### config.mk
export PLATFORM = sky130hd
export DESIGN_NAME = peripheral_event_router
export DESIGN_NICKNAME = d
export VERILOG_FILES = /design/src/rtl/event_sync.v /design/src/rtl/peripheral_event_router.v
export VERILOG_INCLUDE_DIRS = /design/src /design/src/rtl
export SDC_FILE = /design/constraint.sdc
export NUM_CORES = 1
export LEC_CHECK = 0
export BUFFER_PORTS_ARGS = -buffer_cell sky130_fd_sc_hd__buf_4
export CAP_MARGIN = 20
export CELL_PAD_IN_SITES_DETAIL_PLACEMENT = 1
export CELL_PAD_IN_SITES_GLOBAL_PLACEMENT = 2
export CORE_AREA = 2 2 132 134
export DETAILED_ROUTE_END_ITERATION = 7
export DIE_AREA = 0 0 134 136
export GPL_TIMING_DRIVEN = 0
export PLACE_DENSITY = 0.89
export SYNTH_ARGS = -nofsm -noshare
export SYNTH_HDL_FRONTEND = slang
export SYNTH_SLANG_ARGS = --single-unit
### constraint.sdc
create_clock -name clk_in -period 4.9 [get_ports clk_in]
set_input_delay 0.98 -clock clk_in [delete_from_list [all_inputs] [get_ports clk_in]]
set_output_delay 0.98 -clock clk_in [all_outputs]
set_load 0.005 [all_outputs]
### src/rtl/event_router_defs.vh
// constants for the peripheral event router
`ifndef EVENT_ROUTER_DEFS_VH
`define EVENT_ROUTER_DEFS_VH
// wishbone register byte offsets
`define ER_REG_SRC_EN 8'h00
`define ER_REG_USR_EN 8'h04
`define ER_REG_CMP_CFG 8'h08
`define ER_REG_ADC_CFG 8'h0c
`define ER_REG_STATUS 8'h10
`define ER_REG_COUNT 8'h14
// source enable fields
`define ER_SRC_CMP_UP 0
`define ER_SRC_CMP_DN 1
`define ER_SRC_PIN_A 2
`define ER_SRC_PIN_B 3
`define ER_SRC_ATMR 4
`define ER_SRC_PWM0 5
// user enable fields
`define ER_USR_PWM 0
`define ER_USR_TMR1 1
`define ER_USR_TMR2 2
`define ER_USR_CMP 3
`define ER_USR_ADC 4
`define ER_USR_TOUCH 5
// comparator config: 8 two-bit fields in [15:0], event enable at bit 16
`define ER_CMP_EVEN_BIT 16
`define ER_CMP_MODE_EVENT 2'h3
// adc trigger mode in [2:0]
`define ER_ADC_TRIG_EVENT 3'h7
// reset values
`define ER_SRC_EN_RESET 6'h00
`define ER_USR_EN_RESET 6'h00
`define ER_CMP_CFG_RESET 17'h00000
`define ER_ADC_CFG_RESET 3'h0
`endif

### src/rtl/event_sync.v
// two-flop level synchroniser with edge pulse output
`timescale 1ns/1ns
module event_sync (
  input wire clk_in,
  input wire nrst_in,
  input wire [2:0] level_in,
  output reg [2:0] pulse_out
);
  reg [2:0] meta;
  reg [2:0] stable;
  reg [2:0] prev;
  // meta feeds only stable; edge taken on the stable copy
  always @(posedge clk_in) begin
    if (!nrst_in) begin
      meta <= 3'h0;
      stable <= 3'h0;
      prev <= 3'h0;
      pulse_out <= 3'h0;
    end else begin
      meta <= level_in;
      stable <= meta;
      prev <= stable;
      pulse_out <= stable & ~prev;
    end
  end
endmodule // event_sync

### src/rtl/peripheral_event_router.v
// fixed peripheral event routing network with wishbone enables
//
// Local design decisions: the register addresses and the Wishbone register port.
`timescale 1ns/1ns
`include "event_router_defs.vh"

module peripheral_event_router (
  input wire clk_in,
  input wire nrst_in,
  // wishbone classic slave
  input wire wb_cyc_in,
  input wire wb_stb_in,
  input wire wb_we_in,
  input wire [7:0] wb_adr_in,
  input wire [3:0] wb_sel_in,
  input wire [31:0] wb_dat_in,
  output reg [31:0] wb_dat_out,
  output reg wb_ack_out,
  output reg wb_err_out,
  // generators
  input wire [7:0] cmp_up_in,
  input wire [7:0] cmp_dn_in,
  input wire [23:0] port_a_change_in,
  input wire [15:0] port_b_change_in,
  input wire [2:0] atmr_level_in,
  input wire pwm0_match_in,
  // users
  output reg [20:0] pwm_inc_out,
  output reg [20:0] pwm_dec_out,
  output reg touch_matrix_out,
  output reg touch_iter_out,
  output reg [2:0] tmr_first_capture_out,
  output reg [2:0] tmr_second_capture_out,
  output reg [7:0] cmp_start_out,
  output reg adc_start_out,
  output reg [5:0] clk_request_out
);

  // ------------------------------------------------------------
  // registers
  // ------------------------------------------------------------
  reg [5:0] src_en;
  reg [5:0] usr_en;
  reg [16:0] cmp_cfg;
  reg [2:0] adc_cfg;
  reg [15:0] event_count;
  reg [5:0] seen;
  wire [2:0] atmr_pulse;

  // byte-lane merge for writes
  function [31:0] lane_merge;
    input [31:0] old;
    input [31:0] val;
    input [3:0] sel;
    integer i;
    begin
      for (i = 0; i < 4; i = i + 1) begin
        lane_merge[i*8 +: 8] = sel[i] ? val[i*8 +: 8] : old[i*8 +: 8];
      end
    end
  endfunction

  // per-group OR reduce of a pin change bus into 8-pin groups
  function group_or;
    input [7:0] pins;
    begin
      group_or = |pins;
    end
  endfunction

  // event trigger mode of the adc, decoded for start and clock request
  function adc_event_sel;
    input [2:0] mode;
    begin
      adc_event_sel = (mode == `ER_ADC_TRIG_EVENT);
    end
  endfunction

  // true for every offset that has a register behind it
  function adr_mapped;
    input [7:0] adr;
    begin
      case (adr)
        `ER_REG_SRC_EN, `ER_REG_USR_EN, `ER_REG_CMP_CFG: adr_mapped = 1'b1;
        `ER_REG_ADC_CFG, `ER_REG_STATUS, `ER_REG_COUNT: adr_mapped = 1'b1;
        default: adr_mapped = 1'b0;
      endcase
    end
  endfunction

  // ------------------------------------------------------------
  // async timer synchronisation
  // ------------------------------------------------------------
  // the timer side may run while this clock is stopped; its edges arrive
  // four edges late: two to settle, one to find the edge, one to register
  // synchronise timer events
  event_sync u_atmr_sync (
    .clk_in(clk_in),
    .nrst_in(nrst_in),
    .level_in(atmr_level_in),
    .pulse_out(atmr_pulse)
  );

  // ------------------------------------------------------------
  // routing logic
  // ------------------------------------------------------------
  reg [20:0] next_inc;
  reg [20:0] next_dec;
  reg [7:0] next_cmp_start;
  reg [2:0] next_cap1;
  reg [2:0] next_cap2;
  reg next_touch_m;
  reg next_touch_i;
  reg next_adc;
  reg [5:0] next_clk_req;
  reg [7:0] up_g;
  reg [7:0] dn_g;
  reg any_trig;
  reg atmr_any;
  integer k;

  always @* begin
    up_g = src_en[`ER_SRC_CMP_UP] ? cmp_up_in : 8'h00;
    dn_g = src_en[`ER_SRC_CMP_DN] ? cmp_dn_in : 8'h00;
    // channels without a comparator partner stay at zero
    next_inc = 21'h0;
    next_dec = 21'h0;
    if (usr_en[`ER_USR_PWM]) begin
      next_inc[0] = up_g[0];
      next_inc[6] = up_g[1];
      next_inc[8] = up_g[2];
      next_inc[9] = up_g[3];
      next_inc[11] = up_g[4];
      next_inc[14] = up_g[5];
      next_inc[19] = up_g[6];
      next_inc[20] = up_g[7];
      next_dec[0] = dn_g[0];
      next_dec[6] = dn_g[1];
      next_dec[8] = dn_g[2];
      next_dec[9] = dn_g[3];
      next_dec[11] = dn_g[4];
      next_dec[14] = dn_g[5];
      next_dec[19] = dn_g[6];
      next_dec[20] = dn_g[7];
    end
    next_touch_m = usr_en[`ER_USR_TOUCH] & (|dn_g);
    atmr_any = src_en[`ER_SRC_ATMR] & (|atmr_pulse);
    next_touch_i = usr_en[`ER_USR_TOUCH] & atmr_any;
    any_trig = atmr_any | (src_en[`ER_SRC_PWM0] & pwm0_match_in);
    for (k = 0; k < 8; k = k + 1) begin
      next_cmp_start[k] = any_trig & usr_en[`ER_USR_CMP] & cmp_cfg[`ER_CMP_EVEN_BIT]
        & (cmp_cfg[k*2 +: 2] == `ER_CMP_MODE_EVENT);
    end
    next_adc = any_trig & usr_en[`ER_USR_ADC] & adc_event_sel(adc_cfg);
    next_clk_req = 6'h00;
    next_clk_req[5] = usr_en[`ER_USR_TOUCH] & atmr_any;
    next_clk_req[4] = usr_en[`ER_USR_ADC] & atmr_any & adc_event_sel(adc_cfg);
    next_clk_req[3] = usr_en[`ER_USR_CMP] & atmr_any & cmp_cfg[`ER_CMP_EVEN_BIT];
    next_cap1[0] = group_or(port_a_change_in[7:0]);
    next_cap1[1] = group_or(port_a_change_in[15:8]);
    next_cap1[2] = group_or(port_a_change_in[23:16]);
    if (!(src_en[`ER_SRC_PIN_A] & usr_en[`ER_USR_TMR1])) begin
      next_cap1 = 3'h0;
    end
    // port B groups, channel 0 unused
    next_cap2[0] = 1'b0;
    next_cap2[1] = group_or(port_b_change_in[7:0]);
    next_cap2[2] = group_or(port_b_change_in[15:8]);
    if (!(src_en[`ER_SRC_PIN_B] & usr_en[`ER_USR_TMR2])) begin
      next_cap2 = 3'h0;
    end
  end

  // ------------------------------------------------------------
  // output stage
  // ------------------------------------------------------------
  // every user sees its event one edge after the source, except timer events, which arrive four edges late
  // one register stage for every path
  always @(posedge clk_in) begin
    if (!nrst_in) begin
      pwm_inc_out <= 21'h0;
      pwm_dec_out <= 21'h0;
      touch_matrix_out <= 1'b0;
      touch_iter_out <= 1'b0;
      tmr_first_capture_out <= 3'h0;
      tmr_second_capture_out <= 3'h0;
      cmp_start_out <= 8'h00;
      adc_start_out <= 1'b0;
      clk_request_out <= 6'h00;
    end else begin
      pwm_inc_out <= next_inc;
      pwm_dec_out <= next_dec;
      touch_matrix_out <= next_touch_m;
      touch_iter_out <= next_touch_i;
      tmr_first_capture_out <= next_cap1;
      tmr_second_capture_out <= next_cap2;
      cmp_start_out <= next_cmp_start;
      adc_start_out <= next_adc;
      clk_request_out <= next_clk_req;
    end
  end

  // ------------------------------------------------------------
  // status: sticky seen flags and event counter
  // ------------------------------------------------------------
  // comparator hits gated by their source enables only, not by user enables
  // sync events need only their source enable and the clock
  // a pin port counts once per cycle however many pins or groups changed
  wire [5:0] hits = {src_en[`ER_SRC_PWM0] & pwm0_match_in, atmr_any,
                     |(port_b_change_in) & src_en[`ER_SRC_PIN_B],
                     |(port_a_change_in) & src_en[`ER_SRC_PIN_A], |dn_g, |up_g};
  wire wb_req = wb_cyc_in & wb_stb_in & ~wb_ack_out & ~wb_err_out;
  wire wb_wr = wb_req & wb_we_in;
  wire adr_ok = adr_mapped(wb_adr_in);
  wire [31:0] st_merge = lane_merge(32'h0, wb_dat_in, wb_sel_in);
  // merged write words, cut to each register's width on purpose
  wire [31:0] src_wr = lane_merge({26'h0, src_en}, wb_dat_in, wb_sel_in);
  wire [31:0] usr_wr = lane_merge({26'h0, usr_en}, wb_dat_in, wb_sel_in);
  wire [31:0] cmp_wr = lane_merge({15'h0, cmp_cfg}, wb_dat_in, wb_sel_in);
  wire [31:0] adc_wr = lane_merge({29'h0, adc_cfg}, wb_dat_in, wb_sel_in);

  // ------------------------------------------------------------
  // wishbone slave
  // ------------------------------------------------------------
  // one-cycle ack, err for unmapped offsets
  // a held request is not taken again while its ack or err stands
  always @(posedge clk_in) begin
    if (!nrst_in) begin
      src_en <= `ER_SRC_EN_RESET;
      usr_en <= `ER_USR_EN_RESET;
      cmp_cfg <= `ER_CMP_CFG_RESET;
      adc_cfg <= `ER_ADC_CFG_RESET;
      seen <= 6'h00;
      event_count <= 16'h0000;
      wb_ack_out <= 1'b0;
      wb_err_out <= 1'b0;
      wb_dat_out <= 32'h00000000;
    end else begin
      wb_ack_out <= wb_req & adr_ok;
      wb_err_out <= wb_req & ~adr_ok;
      // counter wraps; software reads differences
      if (hits != 6'h00) begin
        event_count <= event_count + 16'h0001;
      end
      // set wins over write-one-to-clear
      if (wb_wr && wb_adr_in == `ER_REG_STATUS) begin
        seen <= (seen & ~st_merge[5:0]) | hits;
      end else begin
        seen <= seen | hits;
      end
      if (wb_wr) begin
        case (wb_adr_in)
          `ER_REG_SRC_EN: src_en <= src_wr[5:0];
          `ER_REG_USR_EN: usr_en <= usr_wr[5:0];
          `ER_REG_CMP_CFG: cmp_cfg <= cmp_wr[16:0];
          `ER_REG_ADC_CFG: adc_cfg <= adc_wr[2:0];
          default: ;
        endcase
      end
      case (wb_adr_in)
        `ER_REG_SRC_EN: wb_dat_out <= {26'h0, src_en};
        `ER_REG_USR_EN: wb_dat_out <= {26'h0, usr_en};
        `ER_REG_CMP_CFG: wb_dat_out <= {15'h0, cmp_cfg};
        `ER_REG_ADC_CFG: wb_dat_out <= {29'h0, adc_cfg};
        `ER_REG_STATUS: wb_dat_out <= {26'h0, seen};
        `ER_REG_COUNT: wb_dat_out <= {16'h0, event_count};
        default: wb_dat_out <= 32'h00000000;
      endcase
    end
  end

endmodule // peripheral_event_router

==> metrics.md, run 1 <==
| Metric | Value |
|---|---|
| Status | `finished clean` |
| CTS sink cnt | `119` |
| Total global routing overflow | `0` |
| Resized cells post-CTS | `0` |
| Num CTS Buffers | `17` |
| YS warnings | `0` |
| Core Area | `16,900 sq um` |
| Root Buffer | `clkbuf_16` |
| Register area share after synthesis | `0.484` |
| Drt wl/cell | `16.3 um` |
| Largest cells by area after synthesis | `dfxtp_1 48%, buf_4 7.0%, mux2i_1 5.9%` |
| Critical Path RT | `5.17 ns` |
| Die height | `136 um` |
| Drt pass-1 iters | `5` |
| Number of global-route vias before repair | `4,720` |
| Worst Tran Pin Value | `0.735 ns` |
| Yosys top cell by area | `dfxtp_1` |
| Largest net degree at the start of global routing | `17` |
| HP Start | `u_atmr_sync.prev[2]` |
| WS Path Type | `in -> reg` |
| Worst hold slack | `0.378 ns` |
| Lkg Pwr | `3.22 nW` |
| Synth Register Bits | `119` |
| Worst slack, placed | `1.57 ns` |
| CTS H-tree depth | `4` |
| Most common cell in the netlist | `dfxtp_1` |
| Post-Syn Area per Cell | `9.68 sq um` |
| Max incr delay on CP | `0.57 ns` |
| Final setup viols | `0` |
| Post-CTS Setup Inserts | `0` |
| Cell variety after synth | `52` |
| Area growth syn-to-layout | `44.4%` |
| Setup Skew | `0.00560 ns` |
| Finished Core Util | `0.421` |
| Total number of vias | `4,385` |
| Worst R2R Start | `wb_ack_out` |
| WP buf/inv | `1` |
| Max clock buf depth | `2` |
| Nature of the critical path startpoint | `primary input` |
| Synth Flop Type | `dfxtp_1` |
| Final wirelength | `15,500 um` |
| MaxCap Viol Count | `0` |
| Worst-path maximum fanout | `3` |
| GPL Wtd Cong | `0.834` |
| Share of the synthesized area in the top cell type | `0.484` |
| FP Rows | `48` |
| Fillers | `1,962` |
| Post-route antenna net violation count | `0` |
| Mapped Cells | `508` |
| Critical-path top delay cell | `or4_1` |
| Clock Latency Late Sink | `0.42 ns` |
| Crit-path cells | `buf_4 > or4_1 > o41a_1 > or3_1 > o31ai_1 > or3_1 > a21oi_1` |
| Setup TNS | `0 ns` |
| Rel. slew slack | `0.508` |
| Power Density | `346 nW/um^2` |
| CTS hold repair buffers | `0` |
| VDD IR max | `0.278 mV` |
| N_diodes | `0` |
| Final slew viol count | `0` |
| Global-route usage over all layers | `0.173` |
| Most common cell type on the critical path | `or3_1` |
| I/O pin count | `208` |
| Storage cell area | `2380 sq um` |
| Minimum clock period | `2.88 ns` |
| Drt via density | `4.60` |
| Initial Utilization | `0.291` |
| Hold Vio Cnt, Final | `0` |
| Tcrit/Tclk final | `0.588` |
| Initial antenna violation count | `0` |
| Worst min path class | `reg -> reg` |
| Area of the multi-input gates | `2250 sq um` |
| Cell family with the largest share of critical-path delay | `simple AND/OR/NAND/NOR gates` |
| Full die area | `18,200 sq um` |
| Layout cells sized above 1 | `0.337` |
| 1st-iter DRT viols | `250` |
| Post-synth EDFFs | `0` |
| Nets@finish | `827` |
| Reg clk slew, reported paths | `0.05 ns` |
| Worst Setup SP | `port_b_change_in[1]` |
| Synth Cell Area | `4920 sq um` |
| Die width | `134 um` |
| Setup ws final | `2.02 ns` |
| Post-synth ARST share | `0` |
| Drt drc | `0` |
| Port Buffers | `146` |
| Post-synth top cells | `119 x dfxtp_1, 58 x nor2_1, 46 x buf_4, 39 x nand2_1, 29 x mux2i_1` |
| Placed wire-length estimate | `11,600 um` |
| Fmax | `347 MHz` |
| TritonCTS clock tree | `done` |
| First-pass GRT wire length | `24,300 um` |
| RSZ-0062 raised after global routing | `no` |
| CP arrival | `3.16 ns` |
| Crit. End Element | `register` |
[report_power, final]
group	switching, W	total (W)	internal [W]
sequential	0.00000130	0.000974	0.000972
combinational	0.0000572	0.000138	0.0000811
clock	0.000435	0.00135	0.000913
[cells in the final DEF (no fill, tap or decap), drive strengths merged, types with 18 or more instances in the layout]
cell	Yosys	layout
a21oi	27	27
a22oi	18	18
and2	28	28
and3	21	21
buf	48	194
clkbuf	18	41
conb	1	45
dfxtp	119	119
mux2i	29	29
nand2	42	42
nand3	22	22
nor2	58	58
[flip-flops by register name (all words and copies together) (netlist names), 6 cells and up]
register	count
cmp_start_out	8
pwm_inc_out	8
pwm_dec_out	8
usr_en	6
wb_dat_out	17
seen	6
cmp_cfg	17
event_count	16
src_en	6
[per-stage QoR]
step                cells  total power [W]  area [sq um]
floorplan             552          0.00105          5080
global placement      923          0.00113          6460
detailed placement    923          0.00113          6460
CTS                   954          0.00248          7100
global route          954          0.00254          7100
finish                954          0.00246          7100
[cells by family (layout without fill, tap and decap cells)]
kind of cell / Yosys count / in the layout / synth area share
simple gates: 215 / 215 / 0.234
flops: 119 / 119 / 0.484
buf+inv: 71 / 248 / 0.0923
compound gates: 62 / 62 / 0.0954
mux: 34 / 34 / 0.0819
xor+xnor: 5 / 5 / 0.00890
fa+ha+maj: 1 / 1 / 0.00254
other cells: 1 / 45 / 0.000762
[layer usage]
metal | vias up | routed length, um | GRT usage
li1 | 2095 | - | -
met1 | 2101 | 6050 | 0.190
met2 | 163 | 7990 | 0.309
met3 | 26 | 1130 | 0.0522
met4 | 0 | 346 | 0.0757
met5 | - | 0 | 0
[cell type report]
cell class	count	area share
inverters	4	0.00211
multi-input cells	362	0.316
flip-flops and latches	119	0.335
plain buffers	67	0.0618
well taps	225	0.0396
clock inverters	8	0.0201
clock buffers	23	0.0701
repair buffers	146	0.154
[worst paths after layout]
path / end / slack (ns) / cells after the start
worst max-delay path: event_count[12] / 2.02 / 7
worst min-delay path: u_atmr_sync.pulse_out[2] / 0.38 / 1
worst max register to register: seen[0] / 2.55 / 8
worst min register to register: u_atmr_sync.pulse_out[2] / 0.38 / 1
Power figures use the tool's default switching activity.
==> run 2, diff against run 1 <==
ABC_AREA = 1   (was unset)
CORE_AREA = 2 2 154 156   (was 2 2 132 134)
DIE_AREA = 0 0 156 158   (was 0 0 134 136)
PLACE_DENSITY = 0.8   (was 0.89)
clock period = 2.4 ns   (was 4.9 ns; I/O delays follow)
==> run 2 against run 1 <==
  * Clock power is 96% higher
  * Non-clock buffer count stayed put
  * Utilization is 9.8 points lower
  * Register-to-register slack worse by 2.1 ns
  * Global-route usage is 3.4 points lower
  * Combinational power is 110% higher
  * Count of clock-buffer cells in the layout is 5 lower
  * Critical path depth is 4 higher
  * Clock skew is 0.0045 ns higher
  * Die area is 35% higher
  * Final area is 4.6% higher
  * Synthesized cell count is 40% higher
  * Critical path type is now reg -> reg
  * Critical endpoint is now event_count[10]
==> metrics.md, run 2 <==
| Metric | Value |
|---|---|
| Placed inst area | `6820 sq um` |
| Initial antenna violation count | `0` |
| FP Rows | `56` |
| Switching share of power | `0.226` |
| Nature of the critical path startpoint | `register` |
| Finished Layout Cells | `1,219` |
| GRT met2 Usage | `0.241` |
| CTS H-tree depth | `4` |
| Final wirelength | `16,900 um` |
| Post-CTS Setup Inserts | `0` |
| Most common cell after layout, fill and taps aside | `buf_4` |
| CTS hold repair buffers | `0` |
| Largest net degree at the start of global routing | `17` |
| Synth Cell Area | `5210 sq um` |
| I/O pin count | `208` |
| Final slew viol count | `0` |
| CP arrival | `2.22 ns` |
| Most frequent cells in the layout | `192 x buf_4, 136 x nand2_1, 120 x nor2_1, 119 x dfxtp_1, 72 x inv_1` |
| Final setup viols | `0` |
| Status | `finished clean` |
| Root Buffer | `clkbuf_16` |
| Cells after DPL | `1,187` |
| Top flop regs | `cmp_cfg: 17 flops, wb_dat_out: 17 flops, event_count: 16 flops` |
| Drt drc | `0` |
| Worst Tran Pin Value | `0.607 ns` |
| Share of the synthesized area in the top cell type | `0.457` |
| MaxCap Viol Count | `0` |
| Most common cell type on the critical path | `nand2_1` |
| Seq pwr share | `0.404` |
| Max incr delay on CP | `0.29 ns` |
| Total number of vias | `5,072` |
| Critical Path RT | `2.71 ns` |
| First-pass GRT wire length | `26,300 um` |
| Most common cell in the netlist | `nand2_1` |
| Power Density | `663 nW/um^2` |
| Full die area | `24,600 sq um` |
| Hold Vio Cnt, Final | `0` |
| Post-route cell area | `7430 sq um` |
| Setup TNS | `0 ns` |
| Tcrit/Tclk final | `0.792` |
| Reg clk slew, reported paths | `0.06 ns` |
| M3 GR Usage | `0.0383` |
| Rel. slew slack | `0.595` |
| TritonCTS clock tree | `done` |
| Register area share after synthesis | `0.457` |
| Mapped Cells | `709` |
| Port Buffers | `144` |
| Met1 Usage GRT | `0.169` |
| Drt via density | `4.16` |
| Synth Flop Type | `dfxtp_1` |
| Total global routing overflow | `0` |
| Minimum clock period | `1.90 ns` |
| GPL Wtd Cong | `0.792` |
| Storage cell area | `2380 sq um` |
| Nets@finish | `1,026` |
| Global-route usage over all layers | `0.139` |
| Initial Utilization | `0.226` |
| Clock power frac | `0.538` |
| Post-route antenna net violation count | `0` |
| Largest cells by area after synthesis | `dfxtp_1 46%, nand2_1 9.8%, nor2_1 8.6%` |
| Placed wire-length estimate | `13,400 um` |
| Die width | `156 um` |
| Post-synth EDFFs | `0` |
| YS warnings | `0` |
| Post-Syn Area per Cell | `7.35 sq um` |
| Area of the multi-input gates | `2240 sq um` |
| Resized cells post-CTS | `0` |
| Num CTS Buffers | `17` |
| VDD IR max | `0.268 mV` |
| Setup Skew | `0.0101 ns` |
| Lkg Pwr | `3.54 nW` |
| 1st-iter DRT viols | `171` |
| Die height | `158 um` |
| Crit. End Element | `register` |
| Layout cells sized above 1 | `0.276` |
| Max clock buf depth | `2` |
| Drt wl/cell | `13.8 um` |
| Worst min path class | `in -> reg` |
| Worst-path maximum fanout | `10` |
| Post-synth top cells | `136 x nand2_1, 120 x nor2_1, 119 x dfxtp_1, 72 x inv_1, 48 x buf_4` |
| Yosys top cell by area | `dfxtp_1` |
| Synth Register Bits | `119` |
| N_diodes | `0` |
| Fmax | `526 MHz` |
| Number of global-route vias before repair | `5,077` |
| Worst hold slack | `0.239 ns` |
| Fillers | `2,860` |
| Core Area | `23,100 sq um` |
| Clock Latency Late Sink | `0.42 ns` |
| Post-synth ARST share | `0` |
| Internal | `0.00381 W` |
| Gate power share | `0.058` |
| CTS sink cnt | `119` |
| GRT Max-Usage Layer | `met2` |
| WS Path Type | `reg -> reg` |
| RSZ-0062 raised after global routing | `no` |
| Drt pass-1 iters | `4` |
| Critical-path top delay cell | `dfxtp_1` |
| Area growth syn-to-layout | `42.6%` |
| Crit-path cells | `nor2_1 > nand2_1 > nand2_1 > nand2_1 > nor2_2 > nand2_1 > nor2_4 > buf_6 > nand3_1 > nand2_1 > nor2_1` |
| Cell variety after synth | `30` |
| Psw | `0.00111 W` |
[run 2: cell types whose count changed after synthesis, sizes merged, moves of 28 or more]
| cell | delta |
|---|---|
| and2 | -28 |
| inv | +71 |
| mux2i | -29 |
| nand2 | +101 |
| nor2 | +68 |
| o21ai | +42 |
[run 2: area by class of cell]
type / count / area share
tap: 290 / 0.0488
sequential: 119 / 0.321
inverter: 75 / 0.0379
multi-input combinational: 490 / 0.302
clock inverter: 14 / 0.0232
clock buffer: 18 / 0.0591
buffer: 69 / 0.0633
timing repair buffer: 144 / 0.145
[run 2: worst paths after layout]
| kind | start | end | slack, ns | depth (start not counted) |
|---|---|---|---|---|
| worst max register to register | u_atmr_sync.pulse_out[1] | event_count[10] | 0.50 | 11 |
| worst max-delay path | u_atmr_sync.pulse_out[1] | event_count[10] | 0.50 | 11 |
| worst min-delay path | atmr_level_in[1] | u_atmr_sync.meta[1] | 0.24 | 3 |
| worst min register to register | u_atmr_sync.prev[1] | u_atmr_sync.pulse_out[1] | 0.39 | 1 |
[run 2: cell families after synthesis]
group | count (synthesis) | share of synthesized area
DFF | 119 | 0.457
adders and majority gates | 1 | 0.00240
and+or+nand+nor | 337 | 0.278
AOI/OAI and AO/OA | 93 | 0.0934
buffers and inverters | 144 | 0.144
other | 1 | 0.000720
xor gates and xnor gates | 14 | 0.0235
[run 2: metal layers]
| layer | vias to the layer above | share of wire |
|---|---|---|
| li1 | 2565 | - |
| met3 | 11 | 0.048 |
| met4 | 0 | 0.011 |
| met5 | - | 0 |
| met2 | 118 | 0.49 |
| met1 | 2378 | 0.45 |
[run 2: power by group through the flow]
stage | logic, W | clock network (W) | registers [W]
finish | 0.000286 | 0.00265 | 0.00199
CTS | 0.000285 | 0.00271 | 0.00199
global placement | 0.000281 | 0 | 0.00203
detailed placement | 0.000284 | 0 | 0.00203
floorplan | 0.000131 | 0 | 0.00203
global route | 0.000316 | 0.00280 | 0.00199
[run 2: through the flow]
step	worst slack, ns	power (W)	utilization
CTS	0.496	0.00498	0.322
floorplan	0.832	0.00216	-
detailed placement	0.140	0.00232	0.296
global route	0.335	0.00511	0.322
global placement	0.190	0.00231	0.296
finish	0.499	0.00493	0.322
[run 2: worst max-delay path, delay by kind of cell (launching register included)]
kind	cells	cell delay, ns
and+or+nand+nor	10	1.33
DFF	1	0.29
buffers and inverters	1	0.17
